[src/rtl/meas_sched_consts.vh]
/*
 * named constants of the measurement scheduler: register offsets, field
 * positions, reset values and the schedule times with their tick counts.
 * assumes a 200 MHz core clock and a 32-bit avalon-mm register port.
 */
`ifndef MEAS_SCHED_CONSTS_VH
`define MEAS_SCHED_CONSTS_VH

// ==========================================================
// timing
// ==========================================================
`define CLK_PERIOD_NS   5
`define DECIM_SLOW_US   50000
`define DECIM_FAST_US   12500
`define FRAME_US        250000
`define TEMP_US         2000000
`define TICK_US         `DECIM_FAST_US
`define SLOW_TICKS      (`DECIM_SLOW_US / `TICK_US)
`define FAST_TICKS      (`DECIM_FAST_US / `TICK_US)
`define FRAME_TICKS     (`FRAME_US / `TICK_US)
`define TEMP_FRAMES     (`TEMP_US / `FRAME_US)
`define TICK_CYCLES     (`TICK_US * 1000 / `CLK_PERIOD_NS)

// ==========================================================
// sizes
// ==========================================================
`define CELL_BITS       14
`define CHARGE_BITS     16
`define PACK_BITS       16
`define GROUP_CELLS     5
`define CELL_COUNT      15
`define LAST_SLOT       3'h4
`define PACK_SHIFT      2

// ==========================================================
// register byte addresses
// ==========================================================
`define ADDR_CONTROL    7'h00
`define ADDR_STATUS     7'h04
`define ADDR_BALANCE    7'h08
`define ADDR_TRIM       7'h0c
`define ADDR_CHARGE     7'h10
`define ADDR_PACK       7'h14
`define ADDR_TEMP1      7'h18
`define ADDR_TEMP2      7'h1c
`define ADDR_TEMP3      7'h20
`define ADDR_CELL_BASE  7'h40

// ==========================================================
// fields
// ==========================================================
`define CTL_ADC_EN      0
`define CTL_TEMP_SEL    1
`define CTL_COUNT_EN    2
`define CTL_SINGLE      3
`define STA_READY       0
`define STA_NORMAL      1
`define STA_PROTECT     2
`define TRIM_OFFSET_LSB 8

// ==========================================================
// factory trim defaults
// ==========================================================
`define GAIN_TRIM_DEF   5'h0f
`define OFFSET_TRIM_DEF 8'h1e

`endif

[src/rtl/battery_measurement_scheduler.v]
/*
 * measurement scheduler of a multi-cell battery monitor: cell and
 * temperature result capture, charge integrator modes, pack sum and an
 * avalon-mm register slave. assumes converter codes arrive on pins and
 * are stable around each rising edge of the converter strobe.
 */
// What this block does
// - cell, thermistor, die codes are 14-bit unsigned
// - converter enable set on entering normal state
// - cell trips run only with converter enabled
// - five-cell groups, 50 ms windows, 250 ms frame
// - higher groups measured in parallel with lowest
// - balancing group uses 12.5 ms windows
// - gain and offset trims readable by host
// - 16-bit charge integrator, 250 ms period
// - counter enable: reading every 250 ms, alert
// - single count: one conversion, ready flag
// - charge result is 16-bit two's complement
// - source bit 1: thermistors into three results
// - source bit 0: die readings into results
// - source change may take two seconds
// - pack result is cell sum divided by four
// - cells every 250 ms, temperatures every 2 s
// - high and low halves read atomically
`timescale 1ns/1ps
`include "meas_sched_consts.vh"
module battery_measurement_scheduler #(
  parameter [31:0] TICK_CYCLES = `TICK_CYCLES,
  parameter [4:0]  GAIN_TRIM   = `GAIN_TRIM_DEF,
  parameter [7:0]  OFFSET_TRIM = `OFFSET_TRIM_DEF
) (
  input  wire        clk,
  input  wire        reset,
  input  wire        ce,
  input  wire [6:0]  address,
  input  wire        read,
  input  wire        write,
  input  wire [31:0] writedata,
  output reg  [31:0] readdata,
  output reg         waitrequest,
  input  wire        convStrobe,
  input  wire        normalState,
  input  wire [13:0] cellCodeOne,
  input  wire [13:0] cellCodeTwo,
  input  wire [13:0] cellCodeThree,
  input  wire [15:0] chargeCode,
  input  wire [13:0] tempCodeOne,
  input  wire [13:0] tempCodeTwo,
  input  wire [13:0] tempCodeThree,
  output reg  [2:0]  cellSelectOne,
  output reg  [2:0]  cellSelectTwo,
  output reg  [2:0]  cellSelectThree,
  output reg         tempSourceSel,
  output reg         protectionsActive,
  output reg         alert
);

  // ==========================================================
  // index arithmetic
  // ==========================================================
  // flat cell index of a slot in a group
  function [3:0] cellIndex;
    input [1:0] group;
    input [2:0] slot;
    begin
      // slot has already stepped past the cell whose window closed
      cellIndex = 4'(group * `GROUP_CELLS +
                  (slot == 3'h0 ? `LAST_SLOT : slot - 3'h1));
    end
  endfunction

  // ==========================================================
  // input synchronisers
  // ==========================================================
  localparam SW = 2 + 3 * `CELL_BITS + `CHARGE_BITS + 3 * `CELL_BITS;
  wire [SW-1:0] syncBus;        // synchronised pin bundle
  wire          strobeSync;     // converter strobe, core domain
  wire          normalSync;     // normal state level, core domain
  wire [13:0]   cellSync [0:2]; // synchronised cell codes
  wire [13:0]   tempSync [0:2]; // synchronised temperature codes
  wire [15:0]   chargeSync;     // synchronised charge code

  pin_sync #(.W(SW)) inputSync (
    .clk     (clk),
    .reset   (reset),
    .ce      (ce),
    .asyncIn ({convStrobe, normalState, cellCodeOne, cellCodeTwo,
               cellCodeThree, chargeCode, tempCodeOne, tempCodeTwo,
               tempCodeThree}),
    .syncOut (syncBus)
  );

  assign {strobeSync, normalSync, cellSync[0], cellSync[1],
          cellSync[2], chargeSync, tempSync[0], tempSync[1],
          tempSync[2]} = syncBus;

  // ==========================================================
  // state
  // ==========================================================
  reg         strobeLast;          // strobe one cycle ago
  reg         normalLast;          // normal level one cycle ago
  reg [13:0]  cellLatch [0:2];     // latest converter code per group
  reg [13:0]  tempLatch [0:2];     // latest temperature codes
  reg [15:0]  chargeLatch;         // latest integrator code
  reg [13:0]  cellResult [0:14];   // held cell results
  reg [13:0]  tempResult [0:2];    // held temperature results
  reg [15:0]  chargeResult;        // held charge result
  reg [15:0]  packResult;          // held pack sum
  reg         adcEnable;           // converter enable bit
  reg         counterEnable;       // continuous counting bit
  reg         singleBusy;          // single count in progress
  reg [14:0]  balance;             // three groups of balance bits
  reg [31:0]  prescale;            // cycles toward the next tick
  reg         tick;                // one pulse per 12.5 ms
  reg [4:0]   frameCount;          // ticks within a frame
  reg         frameStart;          // one pulse per 250 ms
  reg [2:0]   tempFrames;          // frames since last temperatures
  reg [4:0]   chargeTicks;         // ticks within a charge period
  reg [17:0]  cellSum;             // combinational cell total
  wire        strobeRise;          // converter sample point
  wire        ctlWrite;            // control register written
  wire        staWrite;            // status register written
  wire        chargeDone;          // charge period completes
  wire        counting;            // integrator is running
  wire [2:0]  slot [0:2];          // current slot per group
  wire [2:0]  windowDone;          // window end per group
  integer     i;

  assign strobeRise = strobeSync & ~strobeLast;
  assign ctlWrite   = write & ~waitrequest & (address == `ADDR_CONTROL);
  assign staWrite   = write & ~waitrequest & (address == `ADDR_STATUS);
  assign counting   = counterEnable | singleBusy;
  assign chargeDone = counting & tick &
                      (chargeTicks == 5'(`FRAME_TICKS - 1));

  // ==========================================================
  // group sequencers, all three run side by side
  // ==========================================================
  genvar g;
  generate
    for (g = 0; g < 3; g = g + 1) begin : groupSeq
      group_sequencer seq (
        .clk        (clk),
        .reset      (reset),
        .ce         (ce),
        .tick       (tick),
        .frameStart (frameStart),
        .fast       (|balance[g*5 +: 5]),
        .slot       (slot[g]),
        .windowDone (windowDone[g])
      );
    end
  endgenerate

  // ==========================================================
  // timebase: tick, frame and temperature interval
  // ==========================================================
  always @(posedge clk) begin
    if (reset) begin
      prescale   <= 32'h0;
      tick       <= 1'b0;
      frameCount <= 5'h0;
      frameStart <= 1'b0;
      tempFrames <= 3'h0;
    end else if (ce) begin
      tick       <= 1'b0;
      frameStart <= 1'b0;
      if (prescale == TICK_CYCLES - 32'h1) begin
        prescale <= 32'h0;
        tick     <= 1'b1;
        // frame boundary every twenty ticks
        if (frameCount == 5'(`FRAME_TICKS - 1)) begin
          frameCount <= 5'h0;
          frameStart <= 1'b1;
          tempFrames <= tempFrames + 3'h1;
        end else begin
          frameCount <= frameCount + 5'h1;
        end
      end else begin
        prescale <= prescale + 32'h1;
      end
    end
  end

  // ==========================================================
  // converter sampling at strobe edges
  // ==========================================================
  always @(posedge clk) begin
    if (reset) begin
      strobeLast  <= 1'b0;
      normalLast  <= 1'b0;
      chargeLatch <= 16'h0;
      for (i = 0; i < 3; i = i + 1) begin
        cellLatch[i] <= 14'h0;
        tempLatch[i] <= 14'h0;
      end
    end else if (ce) begin
      strobeLast <= strobeSync;
      normalLast <= normalSync;
      if (strobeRise) begin
        chargeLatch <= chargeSync;
        for (i = 0; i < 3; i = i + 1) begin
          cellLatch[i] <= cellSync[i];
          tempLatch[i] <= tempSync[i];
        end
      end
    end
  end

  // ==========================================================
  // pack sum of all cell results
  // ==========================================================
  always @* begin
    cellSum = 18'h0;
    for (i = 0; i < `CELL_COUNT; i = i + 1) begin
      cellSum = cellSum + {4'h0, cellResult[i]};
    end
  end

  // ==========================================================
  // result registers, written only at conversion ends
  // ==========================================================
  always @(posedge clk) begin
    if (reset) begin
      packResult <= 16'h0;
      for (i = 0; i < `CELL_COUNT; i = i + 1) begin
        cellResult[i] <= 14'h0;
      end
      for (i = 0; i < 3; i = i + 1) begin
        tempResult[i] <= 14'h0;
      end
    end else if (ce) begin
      // each group stores the cell whose window just closed
      if (windowDone[0]) begin
        cellResult[cellIndex(2'h0, slot[0])] <= cellLatch[0];
      end
      if (windowDone[1]) begin
        cellResult[cellIndex(2'h1, slot[1])] <= cellLatch[1];
      end
      if (windowDone[2]) begin
        cellResult[cellIndex(2'h2, slot[2])] <= cellLatch[2];
      end
      if (frameStart) begin
        packResult <= cellSum[17:`PACK_SHIFT];
      end
      // temperatures follow the source chosen by tempSourceSel
      if (frameStart && tempFrames == 3'(`TEMP_FRAMES - 1)) begin
        for (i = 0; i < 3; i = i + 1) begin
          tempResult[i] <= tempLatch[i];
        end
      end
    end
  end

  // ==========================================================
  // charge integrator modes and ready flag
  // ==========================================================
  always @(posedge clk) begin
    if (reset) begin
      chargeTicks  <= 5'h0;
      chargeResult <= 16'h0;
      singleBusy   <= 1'b0;
      alert        <= 1'b0;
    end else if (ce) begin
      if (!counting) begin
        chargeTicks <= 5'h0;
      end else if (tick) begin
        chargeTicks <= chargeDone ? 5'h0 : chargeTicks + 5'h1;
      end
      if (chargeDone) begin
        chargeResult <= chargeLatch;
        if (!counterEnable) begin
          singleBusy <= 1'b0;
        end
      end else if (ctlWrite && writedata[`CTL_SINGLE] &&
                   !writedata[`CTL_COUNT_EN]) begin
        singleBusy <= 1'b1;
      end
      // completion wins over a same-cycle clear
      if (chargeDone) begin
        alert <= 1'b1;
      end else if (staWrite && writedata[`STA_READY]) begin
        alert <= 1'b0;
      end
    end
  end

  // ==========================================================
  // control bits and status outputs
  // ==========================================================
  always @(posedge clk) begin
    if (reset) begin
      adcEnable         <= 1'b0;
      counterEnable     <= 1'b0;
      tempSourceSel     <= 1'b0;
      balance           <= 15'h0;
      protectionsActive <= 1'b0;
      cellSelectOne     <= 3'h0;
      cellSelectTwo     <= 3'h0;
      cellSelectThree   <= 3'h0;
    end else if (ce) begin
      if (normalSync && !normalLast) begin
        adcEnable <= 1'b1;
      end else if (ctlWrite) begin
        adcEnable <= writedata[`CTL_ADC_EN];
      end
      if (ctlWrite) begin
        counterEnable <= writedata[`CTL_COUNT_EN];
        tempSourceSel <= writedata[`CTL_TEMP_SEL];
      end
      if (write && !waitrequest && address == `ADDR_BALANCE) begin
        balance <= writedata[14:0];
      end
      protectionsActive <= adcEnable & normalSync;
      cellSelectOne     <= slot[0];
      cellSelectTwo     <= slot[1];
      cellSelectThree   <= slot[2];
    end
  end

  // ==========================================================
  // avalon-mm slave: one wait cycle, whole words read at once
  // ==========================================================
  always @(posedge clk) begin
    if (reset) begin
      waitrequest <= 1'b1;
      readdata    <= 32'h0;
    end else if (ce) begin
      waitrequest <= ~((read | write) & waitrequest);
      if ((read | write) && waitrequest) begin
        readdata <= 32'h0;
        case (address)
          `ADDR_CONTROL: begin
            readdata[`CTL_ADC_EN]   <= adcEnable;
            readdata[`CTL_TEMP_SEL] <= tempSourceSel;
            readdata[`CTL_COUNT_EN] <= counterEnable;
            readdata[`CTL_SINGLE]   <= singleBusy;
          end
          `ADDR_STATUS: begin
            readdata[`STA_READY]   <= alert;
            readdata[`STA_NORMAL]  <= normalSync;
            readdata[`STA_PROTECT] <= protectionsActive;
          end
          `ADDR_BALANCE: readdata[14:0] <= balance;
          `ADDR_TRIM: begin
            readdata[4:0] <= GAIN_TRIM;
            readdata[`TRIM_OFFSET_LSB +: 8] <= OFFSET_TRIM;
          end
          `ADDR_CHARGE: readdata[15:0] <= chargeResult;
          `ADDR_PACK:   readdata[15:0] <= packResult;
          `ADDR_TEMP1:  readdata[13:0] <= tempResult[0];
          `ADDR_TEMP2:  readdata[13:0] <= tempResult[1];
          `ADDR_TEMP3:  readdata[13:0] <= tempResult[2];
          default: begin
            // cell words from the base, unmapped reads give zero
            if (address >= `ADDR_CELL_BASE &&
                address[6:2] < 5'(16 + `CELL_COUNT) &&
                address[1:0] == 2'h0) begin
              readdata[13:0] <= cellResult[address[5:2]];
            end
          end
        endcase
      end
    end
  end

endmodule

[src/rtl/pin_sync.v]
/*
 * two flip-flop synchroniser for a bundle of inputs from outside the
 * core clock domain. assumes multi-bit data is stable around the edges
 * of the sampling strobe that later qualifies it.
 */
`timescale 1ns/1ps
module pin_sync #(
  parameter W = 1
) (
  input  wire         clk,
  input  wire         reset,
  input  wire         ce,
  input  wire [W-1:0] asyncIn,
  output reg  [W-1:0] syncOut
);

  reg [W-1:0] stageOne;  // metastable stage, read only by syncOut

  // ==========================================================
  // two-stage capture
  // ==========================================================
  // both stages freeze with the clock enable
  always @(posedge clk) begin
    if (reset) begin
      stageOne <= {W{1'b0}};
      syncOut  <= {W{1'b0}};
    end else if (ce) begin
      stageOne <= asyncIn;
      syncOut  <= stageOne;
    end
  end

endmodule

[src/rtl/group_sequencer.v]
/*
 * decimation sequencer for one group of five cells. walks the five
 * cells once per frame, each window long or short by balancing.
 * assumes a tick every 12.5 ms and a one-cycle frame start pulse.
 */
`timescale 1ns/1ps
`include "meas_sched_consts.vh"
module group_sequencer (
  input  wire       clk,
  input  wire       reset,
  input  wire       ce,
  input  wire       tick,
  input  wire       frameStart,
  input  wire       fast,
  output reg  [2:0] slot,
  output reg        windowDone
);

  reg       active;     // windows still pending in this frame
  reg [2:0] tickCount;  // ticks spent in the current window
  wire [2:0] limit;     // window length in ticks

  // short window while any cell of the group balances
  assign limit = fast ? 3'(`FAST_TICKS) : 3'(`SLOW_TICKS);

  // ==========================================================
  // window walk
  // ==========================================================
  // windowDone pulses one cycle at the end of each cell window
  always @(posedge clk) begin
    if (reset) begin
      active     <= 1'b0;
      slot       <= 3'h0;
      tickCount  <= 3'h0;
      windowDone <= 1'b0;
    end else if (ce) begin
      // a window may close on the tick that also starts the next frame
      windowDone <= active && tick && (tickCount + 3'h1 >= limit);
      if (frameStart) begin
        // a new frame restarts the walk at the first cell
        active    <= 1'b1;
        slot      <= 3'h0;
        tickCount <= 3'h0;
      end else if (active && tick) begin
        if (tickCount + 3'h1 >= limit) begin
          tickCount  <= 3'h0;
          if (slot == `LAST_SLOT) begin
            active <= 1'b0;
            slot   <= 3'h0;
          end else begin
            slot <= slot + 3'h1;
          end
        end else begin
          tickCount <= tickCount + 3'h1;
        end
      end
    end
  end

endmodule

[config.mk]
export PLATFORM = sky130hd
export DESIGN_NAME = battery_measurement_scheduler
export DESIGN_NICKNAME = d
export VERILOG_FILES = /design/src/rtl/battery_measurement_scheduler.v /design/src/rtl/pin_sync.v /design/src/rtl/group_sequencer.v
export VERILOG_INCLUDE_DIRS = /design/src /design/src/rtl
export SDC_FILE = /design/constraint.sdc
export NUM_CORES = 2
export LEC_CHECK = 0
export BUFFER_PORTS_ARGS = -buffer_cell sky130_fd_sc_hd__buf_2
export CORE_ASPECT_RATIO = 1.25
export CORE_MARGIN = 10
export CORE_UTILIZATION = 35
export CTS_CLUSTER_DIAMETER = 50
export DETAILED_ROUTE_END_ITERATION = 8
export SETUP_SLACK_MARGIN = 0.1
export SLEW_MARGIN = 20
export SYNTH_ARGS = -nofsm -noshare
export SYNTH_HDL_FRONTEND = slang
export SYNTH_HIERARCHICAL = 1
export SYNTH_SLANG_ARGS = --single-unit
[constraint.sdc]
create_clock -name clk -period 8.95 [get_ports clk]
set_input_delay 0.4475 -clock clk [delete_from_list [all_inputs] [get_ports clk]]
set_output_delay 0.4475 -clock clk [all_outputs]
set_load 0.02 [all_outputs]
==> results of run 1 <==
## registers in the layout, indices dropped and copies added, names as in the netlist, 32 cells and up
| name | count |
|---|---|
| cellLatch | 42 |
| prescale | 32 |
| cellResult | 224 |
| inputSync/syncOut | 102 |
| inputSync/stageOne | 102 |
| tempResult | 42 |
| tempLatch | 42 |
## tightest hold or removal path: cells and delay by family
family,cells,cell delay (ns)
buf+inv,1,0.08
simple gates,1,0.07
mux,1,0.05
## Yosys cell counts, types with 11 or more instances
cell type  instances  area share
a211oi_1          15      0.0030
a21oi_1           89       0.012
a22o_1            19      0.0044
a22oi_1           39      0.0077
a31oi_1           55      0.0090
and2_1           136       0.022
and3_1            42      0.0069
buf_1             16      0.0016
buf_2             45      0.0059
buf_4             24      0.0047
buf_6             11      0.0033
clkbuf_1         155       0.015
dfxtp_1          372        0.20
edfxtp_1         350        0.28
fa_1             178       0.094
ha_1              48       0.016
inv_1            292       0.029
mux2_2            16      0.0047
mux2i_1          267       0.070
mux4_2            65       0.038
nand2_1          441       0.044
nand2b_1          16      0.0026
nand3_1           91       0.012
nand4_1           23      0.0038
nor2_1           410       0.040
nor3_1            28      0.0037
o211ai_1          11      0.0022
o21ai_0          189       0.025
or3_1             15      0.0025
xnor2_1           16      0.0037
xor2_1            31      0.0071
## power breakdown
| group | switching [mW] | internal [mW] |
|---|---|---|
| logic | 3.28 | 2.24 |
| registers | 0.115 | 3.58 |
| clock network | 1.38 | 1.64 |
## routing by layer
metal  GRT usage  wire, um  vias to the layer above
li1            -         -                    12732
met1       0.245     47100                    13476
met2       0.298     53000                     1379
met3      0.0415     11100                      320
met4       0.102      7000                       10
met5           0        64                        -
## how the worst max path moves through the flow
stage	end	startpoint	slack, ns
global placement	packResult[12]	cellResult[1][2]	2.85
detailed placement	packResult[12]	cellResult[1][2]	2.86
floorplan	packResult[12]	cellResult[1][2]	3.43
finish	packResult[12]	cellResult[1][2]	2.78
CTS	packResult[12]	cellResult[1][2]	2.83
global route	packResult[12]	cellResult[1][2]	2.53
## per-stage QoR
stage          power, mW  instances  hold WS [ns]
3_3_place_gp        9.13       5071         0.445
4_1_cts             12.3       5282      0.000480
5_1_grt             13.1       5284        0.0271
2_1_floorplan       7.65       3669         0.431
3_5_place_dp        9.16       5071         0.455
6_report            12.2       5285        0.0400
## cell type report
cell class | count | area [um^2] | share of cell area
sequential | 722 | 18000 | 0.417
multi-input combinational | 2396 | 17800 | 0.414
timing repair buffer | 299 | 2070 | 0.0480
clock buffer | 95 | 1970 | 0.0458
tap | 1438 | 1800 | 0.0418
inverter | 293 | 1100 | 0.0256
clock inverter | 39 | 335 | 0.00778
antenna | 3 | 7.51 | 0.000174
## cell families (layout without fill, tap and decap cells)
kind of cell | Yosys count | count (layout) | synth area share
other cells | 1 | 19 | 0.0000986
simple gates | 1277 | 1277 | 0.155
compound gates | 482 | 482 | 0.0772
flops | 722 | 722 | 0.472
buf+inv | 551 | 726 | 0.0625
xor+xnor | 47 | 47 | 0.0108
mux | 348 | 348 | 0.113
fa+ha+maj | 226 | 226 | 0.109
## repair_timing
action | 4_1_cts | 5_1_grt
hold endpoints to repair | 77 | 0
hold buffers | 77 | 0
resized for setup | 0 | 0
==> flow_summary.yaml, run 1 <==
run_status:
  status: "completed"
detailed_routing:
  avgViaCountPerCell: 5.28
  drc_errors: 0
  drtPass1Iterations: 6
  drtAntennaViolNets: 0
  drtIter0Drc: 3056
  wl_per_cell_um: 22.4
  vias: 27917
  wl_um: 118000
hold_path:
  hold_path_end: "inputSync/stageOne[79]"
  holdPathStages: 3
  worstHoldStart: "cellCodeTwo[7]"
  min_path_type: "in2reg"
critical_path:
  required_ns: 9.49
  ff2ff_path_depth: 18
  cp.depth: 18
  reg2reg_slack_ns: 2.78
  max_stage_delay_ns: 0.56
  cp_max_fo: 4
  r2r-end: "packResult[12]"
  crit_path_cell_trace: "inv_1, fa_1, fa_1, inv_1, fa_1, fa_1, inv_1, fa_1, fa_1, inv_1, ha_1, fa_1, a211oi_1, o21ai_0, o31ai_1, o21ai_0, mux2i_1, a31o_2"
  cp-end-kind: "register"
  critPathKind: "reg2reg"
  crit_top_cell: "fa_1"
  critical_path_buf_inv_count: 4
  timing.rr.start: "cellResult[1][2]"
  critPathSlowestCell: "o31ai_1"
  worstSetupStartpointType: "register"
  critPathArrivalTime_ns: 6.71
  path_delay_family: "adder cells"
logic_synthesis:
  synthArstFlopShare: 0
  synth_ff_type: "dfxtp_1"
  yosysUniqueCellTypes: 80
  syn_avg_cell_area_um2: 10.4
  netlist_instances: 3654
  syn_area_um2: 38000
  yosysWarnings: 6
  ys_ff_latch: 722
  seq_area_frac_synth: 0.472
  synth_edf_count: 350
global_route:
  grt_pass1_vias: 27398
  grt_pass1_wl_um: 177000
  gr-total-overflow: 0
  antenna_found_initial: 7
  track_usage: 0.191
  grt_max_degree: 101
sta:
  fin_worst_skew_ns: 0.0233
  fin_ws_ns: 2.78
  slew_headroom: 0.156
  finalSetupTns_ns: 0
  fmax_ghz: 0.162
  drv_slew: 0
  finalCriticalPeriod_ns: 6.17
  min_period_over_period: 0.689
  finalSetupViolCount: 0
  tightest_slew_ns: 1.26
  rsz0062_at_grt: "no"
  hold_viol: 0
cells_and_area:
  final_util: 0.398
  fillCellCount: 10497
  nets: 4157
  final_cell_mix: "nand2_1, nor2_1, dfxtp_1"
  area_growth_pct: 13.2
  final_common_cell: "nand2_1"
  drive_gt1_frac: 0.121
  final_cell_area_um2: 43100
clock_network:
  htreeDepth: 3
  cts_sinks: 722
  worstSkewPairLatency_ns: 0.66
  cts_buffers: 73
  root_buffer: "clkbuf_16"
  clk_pin_slew_ns: 0.06
  cts_setup_buffers: 0
  cts_buffer_depth: 3
  cts_tree: "built"
place:
  dp_slack_ns: 2.86
  place_area_um2: 40000
  hpwlAfterDp_um: 80400
  io_buffers: 157
  gp_congestion: 0.919
job:
  drv_cap: 0
power:
  leakage_nw: 17.3
  peakVddDrop_mv: 0.765
  p_per_area_nw_per_um2: 284
floorplanning:
  dieWidth_um: 315
  start_util: 0.352
  top_level_ports: 191
  die_y_um: 389
  rows: 135
  dieArea_um2: 122000
  core_area_um2: 108000
Note: power is estimated with default switching activity, not from simulation.
==> run 2, diff against run 1 <==
Clock period 8.95 ns to 6.1 ns, I/O delays scaled along.
==> run 2 against run 1 <==
Against the previous run:
- non-clock buffer count increased by 47
- clock skew increased by 0.0086 ns
- critical endpoint unchanged
- core utilization increased by 0.55 points
- sequential power increased by 47%
- critical path type unchanged
- combinational power increased by 49%
- die area unchanged
- largest cell class unchanged
- largest power group unchanged
- cell count increased by 0.85%
- clock power increased by 52%
- critical path depth increased by 1
==> flow_summary.yaml, run 2 (synthesized netlist as in run 1, its figures left out) <==
run_status:
  status: "completed"
detailed_routing:
  wl_um: 120000
  drtAntennaViolNets: 0
  avgViaCountPerCell: 5.23
  wl_per_cell_um: 22.5
  vias: 27859
  drtIter0Drc: 2929
  drc_errors: 0
  drtPass1Iterations: 6
cells_and_area:
  regMostFlops: "cellResult"
  final_common_cell: "nand2_1"
  fillCellCount: 10441
  largest_reg_flops: 224
  final_cell_area_um2: 43700
  final_util: 0.404
  drive_gt1_frac: 0.122
  final_cells: 5330
  reg_top3: "cellResult x224, inputSync/stageOne x102, inputSync/syncOut x102"
  nets: 4203
  final_cell_mix: "nand2_1, nor2_1, dfxtp_1"
  area_growth_pct: 14.8
hold_path:
  holdPathStages: 2
  min_path_type: "in2reg"
floorplanning:
  start_util: 0.352
  rows: 135
  dieArea_um2: 122000
  die_y_um: 389
  top_level_ports: 191
  dieWidth_um: 315
  core_area_um2: 108000
clock_network:
  htreeDepth: 3
  cts_buffers: 72
  cts_tree: "built"
  root_buffer: "clkbuf_16"
  cts_buffer_depth: 3
  cts_sinks: 722
  worstSkewPairLatency_ns: 0.67
  cts_setup_buffers: 0
  clk_pin_slew_ns: 0.07
sta:
  fin_worst_skew_ns: 0.0318
  min_period_over_period: 0.938
  fmax_ghz: 0.175
  finalSetupViolCount: 0
  finalSetupTns_ns: 0
  rsz0062_at_grt: "no"
  slew_headroom: 0.204
  hold_viol: 0
  drv_slew: 0
  fin_ws_ns: 0.381
  tightest_slew_ns: 1.19
  finalCriticalPeriod_ns: 5.72
global_route:
  grt_use_met2: 0.307
  grt_pass1_wl_um: 181000
  track_usage: 0.195
  grt_max_degree: 91
  grt_use_met1: 0.243
  grt_pass1_vias: 28022
  gr-total-overflow: 0
  use_met3: 0.0458
  antenna_found_initial: 5
  grt_busiest_layer: "met2"
place:
  dp_slack_ns: 0.304
  io_buffers: 157
  dp.cells: 5077
  gp_congestion: 0.908
  hpwlAfterDp_um: 81700
  place_area_um2: 40000
critical_path:
  crit_path_cell_trace: "inv_1, fa_1, fa_1, inv_1, fa_1, fa_1, inv_1, fa_1, fa_1, inv_1, ha_2, fa_2, a211oi_2, o21ai_1, o31ai_1, buf_4, o21ai_0, mux2i_1, a31o_2"
  path_delay_family: "adder cells"
  critPathSlowestCell: "fa_1"
  cp.depth: 19
  required_ns: 6.65
  ff2ff_path_depth: 19
  critPathArrivalTime_ns: 6.27
  cp-end-kind: "register"
  critPathKind: "reg2reg"
  worstSetupStartpointType: "register"
  crit_top_cell: "fa_1"
  max_stage_delay_ns: 0.56
  critical_path_buf_inv_count: 5
  cp_max_fo: 4
power:
  power.share.clock: 0.252
  swShare: 0.382
  seqPwrFrac: 0.298
  combPwrFrac: 0.450
  p_per_area_nw_per_um2: 418
  leakage_nw: 17.5
  power_switching_mw: 6.96
  peakVddDrop_mv: 0.950
  power.internal_mw: 11.3
job:
  drv_cap: 0
run 2: cell types whose count changed in the layout (fill, tap and decap cells not counted), sizes merged:
cell / before / now
inv: 299 / 295
clkbuf: 95 / 101
buf: 222 / 229
diode: 3 / 1
clkinv: 31 / 27
dlygate4sd3: 77 / 117
bufinv: 2 / 4
run 2: worst paths after layout:
| path | from | to | slack [ns] |
|---|---|---|---|
| hold reg to reg | packResult[9] | packResult[9] | 0.47 |
| hold / removal | reset | cellSelectTwo[1] | 0.06 |
| setup reg to reg | cellResult[2][2] | packResult[12] | 0.38 |
| setup / recovery | cellResult[2][2] | packResult[12] | 0.38 |
run 2: routing by layer:
| layer | up-vias | wire length (um) |
|---|---|---|
| met5 | - | 34 |
| met4 | 6 | 7250 |
| met3 | 316 | 11100 |
| met2 | 1309 | 54700 |
| met1 | 13405 | 47100 |
| li1 | 12823 | - |
run 2: through the flow:
step | hold slack (ns) | power (mW)
floorplan | 0.431 | 11.2
global placement | 0.447 | 13.4
detailed placement | 0.456 | 13.5
CTS | 0.0422 | 18.2
global route | 0.0803 | 19.6
finish | 0.0650 | 18.2
run 2: area by class of cell:
cell class / instances / area (um^2) / share of cell area
Inverter: 293 / 1100 / 0.0252
Timing Repair Buffer: 346 / 2540 / 0.0582
Antenna cell: 1 / 2.50 / 0.0000573
Tap cell: 1438 / 1800 / 0.0412
Clock inverter: 33 / 305 / 0.00699
Clock buffer: 101 / 2120 / 0.0485
Multi-Input combinational cell: 2396 / 17800 / 0.409
Sequential cell: 722 / 18000 / 0.411
run 2: repair_timing:
action	CTS	global route
hold endpoints to repair	121	0
gates resized for setup	0	5
hold buffers	117	0
setup endpoints to repair	0	4
run 2: power by group through the flow:
stage / clock [mW] / combinational (mW) / sequential, mW
floorplan: 0 / 5.78 / 5.45
CTS: 4.69 / 8.08 / 5.43
global placement: 0 / 7.88 / 5.53
finish: 4.60 / 8.21 / 5.43
detailed placement: 0 / 7.95 / 5.54
global route: 4.85 / 9.26 / 5.45
==> run 3, diff against run 2 <==
Clock period 6.1 ns to 5.7 ns, I/O delays scaled along.
==> run 3 against run 2 <==
Against the previous run:
- via count up 1.1%
- critical path depth down 2
- first-iteration DRC count up 4.9%
- non-clock buffer count up 10
- global-route usage down 0.26 points
- critical path type unchanged
- worst setup slack worse by 0.14 ns
==> flow_summary.yaml, run 3 (synthesized netlist as in run 1, its figures left out) <==
sta:
  finalSetupViolCount: 0
  drv_slew: 0
  rsz0062_at_grt: "yes"
  tightest_slew_ns: 1.21
  min_period_over_period: 0.958
  fin_ws_ns: 0.239
  fmax_ghz: 0.183
  finalCriticalPeriod_ns: 5.46
  hold_viol: 0
  slew_headroom: 0.196
  fin_worst_skew_ns: 0.0299
critical_path:
  critPathSlowestCell: "fa_2"
  cp_max_fo: 5
  crit_top_cell: "fa_1"
  critical_path_buf_inv_count: 4
  critPathArrivalTime_ns: 6.00
  max_stage_delay_ns: 0.64
  cp-end-kind: "register"
  reg2reg_slack_ns: 0.24
  timing.rr.start: "cellResult[2][4]"
  r2r-end: "packResult[11]"
  ff2ff_path_depth: 17
  required_ns: 6.24
  crit_path_cell_trace: "fa_1, inv_1, fa_1, inv_1, fa_1, inv_1, fa_1, fa_1, fa_2, inv_1, ha_4, o21ai_1, o211ai_1, nand2_1, o211ai_1, nor4b_1, a311o_1"
  critPathKind: "reg2reg"
  worstSetupStartpointType: "register"
  path_delay_family: "adder cells"
power:
  power.share.clock: 0.241
  seqPwrFrac: 0.281
  peakVddDrop_mv: 1.14
  p_per_area_nw_per_um2: 472
  power.internal_mw: 13.0
  combPwrFrac: 0.478
  finalPower_mw: 20.7
  leakage_nw: 17.6
  swShare: 0.374
  power_switching_mw: 7.74
cells_and_area:
  nets: 4214
  drive_gt1_frac: 0.128
  area_growth_pct: 15.2
  final_cell_area_um2: 43800
  final_cell_mix: "nand2_1, nor2_1, dfxtp_1"
  reg_top3: "cellResult x224, inputSync/stageOne x102, inputSync/syncOut x102"
  regMostFlops: "cellResult"
  largest_reg_flops: 224
  final_common_cell: "nand2_1"
detailed_routing:
  avgViaCountPerCell: 5.27
  drtPass1Iterations: 6
  drc_errors: 0
  drtAntennaViolNets: 0
  vias: 28154
  drtIter0Drc: 3073
  wl_um: 119000
  wl_per_cell_um: 22.3
clock_network:
  cts_buffer_depth: 3
  worstSkewPairLatency_ns: 0.67
  htreeDepth: 3
  clk_pin_slew_ns: 0.06
  root_buffer: "clkbuf_16"
  cts_buffers: 73
  cts_tree: "built"
  cts_sinks: 722
global_route:
  grt_pass1_wl_um: 178000
  gr-total-overflow: 0
  track_usage: 0.192
  antenna_found_initial: 5
  grt_max_degree: 192
  grt_pass1_vias: 28014
floorplanning:
  dieArea_um2: 122000
  core_area_um2: 108000
  rows: 135
  dieWidth_um: 315
  start_util: 0.352
  die_y_um: 389
  top_level_ports: 191
job:
  drv_cap: 0
hold_path:
  worstHoldStart: "reset"
  min_path_type: "in2reg"
  hold_path_end: "cellSelectOne[1]"
  holdPathStages: 2
place:
  gp_congestion: 0.907
  hpwlAfterDp_um: 81200
  io_buffers: 157
  dp_slack_ns: -0.0930
  place_area_um2: 40100
run_status:
  status: "completed"
==> run 3: cell count changes in the layout (fill, tap and decap cells not counted), moves of 4 or more <==
| cell | before | now |
|---|---|---|
| clkinv_2 | 16 | 10 |
| clkbuf_16 | 79 | 75 |
| clkinvlp_4 | 0 | 4 |
| inv_1 | 291 | 284 |
| inv_2 | 0 | 7 |
| buf_4 | 72 | 80 |
==> run 3: layout make-up <==
type	count	area (um^2)
timing repair buffer	356	2640
inverter	293	1100
clock inverter	32	399
antenna	1	2.50
sequential	722	18000
tap	1438	1800
fill	10513	64300
clock buffer	102	2050
multi-input combinational	2396	17900
==> run 3: repair_timing <==
action,4_1_cts,5_1_grt
hold buffers,117,0
endpoints found under the setup margin,4,10
pin swaps,14,13
endpoints found under the hold margin,121,0
setup buffers,6,3
resized for setup,15,12
==> run 3: worst max-delay path by stage <==
stage	from	endpoint	slack (ns)	cells past startpoint
after floorplan	cellResult[1][2]	packResult[12]	0.18	18
after global placement	cellResult[1][2]	packResult[12]	-0.09	19
after detailed placement	cellResult[1][2]	packResult[12]	-0.09	19
after CTS	cellResult[12][2]	packResult[10]	0.09	20
after global routing	cellResult[2][4]	packResult[11]	0.05	17
final	cellResult[2][4]	packResult[11]	0.24	17
==> run 3: power by group through the flow <==
stage	Combinational (mW)	Sequential [mW]	Clock [mW]
final	9.90	5.81	4.99
after global routing	11.0	5.83	5.25
after CTS	9.46	5.81	5.06
after detailed placement	8.76	5.92	0
after global placement	8.74	5.92	0
after floorplan	6.19	5.83	0
==> run 3: routing by layer <==
layer | routed length (um) | track usage
met2 | 53500 | 0.300
met3 | 11600 | 0.0403
met1 | 46000 | 0.242
met5 | 51 | 0
met4 | 7830 | 0.114
==> run 3: metrics by stage <==
| stage | hold slack [ns] | instances | TNS, ns | util |
|---|---|---|---|---|
| 5_1_grt | 0.0396 | 5340 | 0 | 0.406 |
| 3_3_place_gp | 0.452 | 5080 | -0.156 | 0.371 |
| 4_1_cts | 0.000165 | 5337 | 0 | 0.405 |
| 6_report | 0.0308 | 5340 | 0 | 0.406 |
| 3_5_place_dp | 0.458 | 5080 | -0.240 | 0.371 |
| 2_1_floorplan | 0.430 | 3669 | 0 | - |
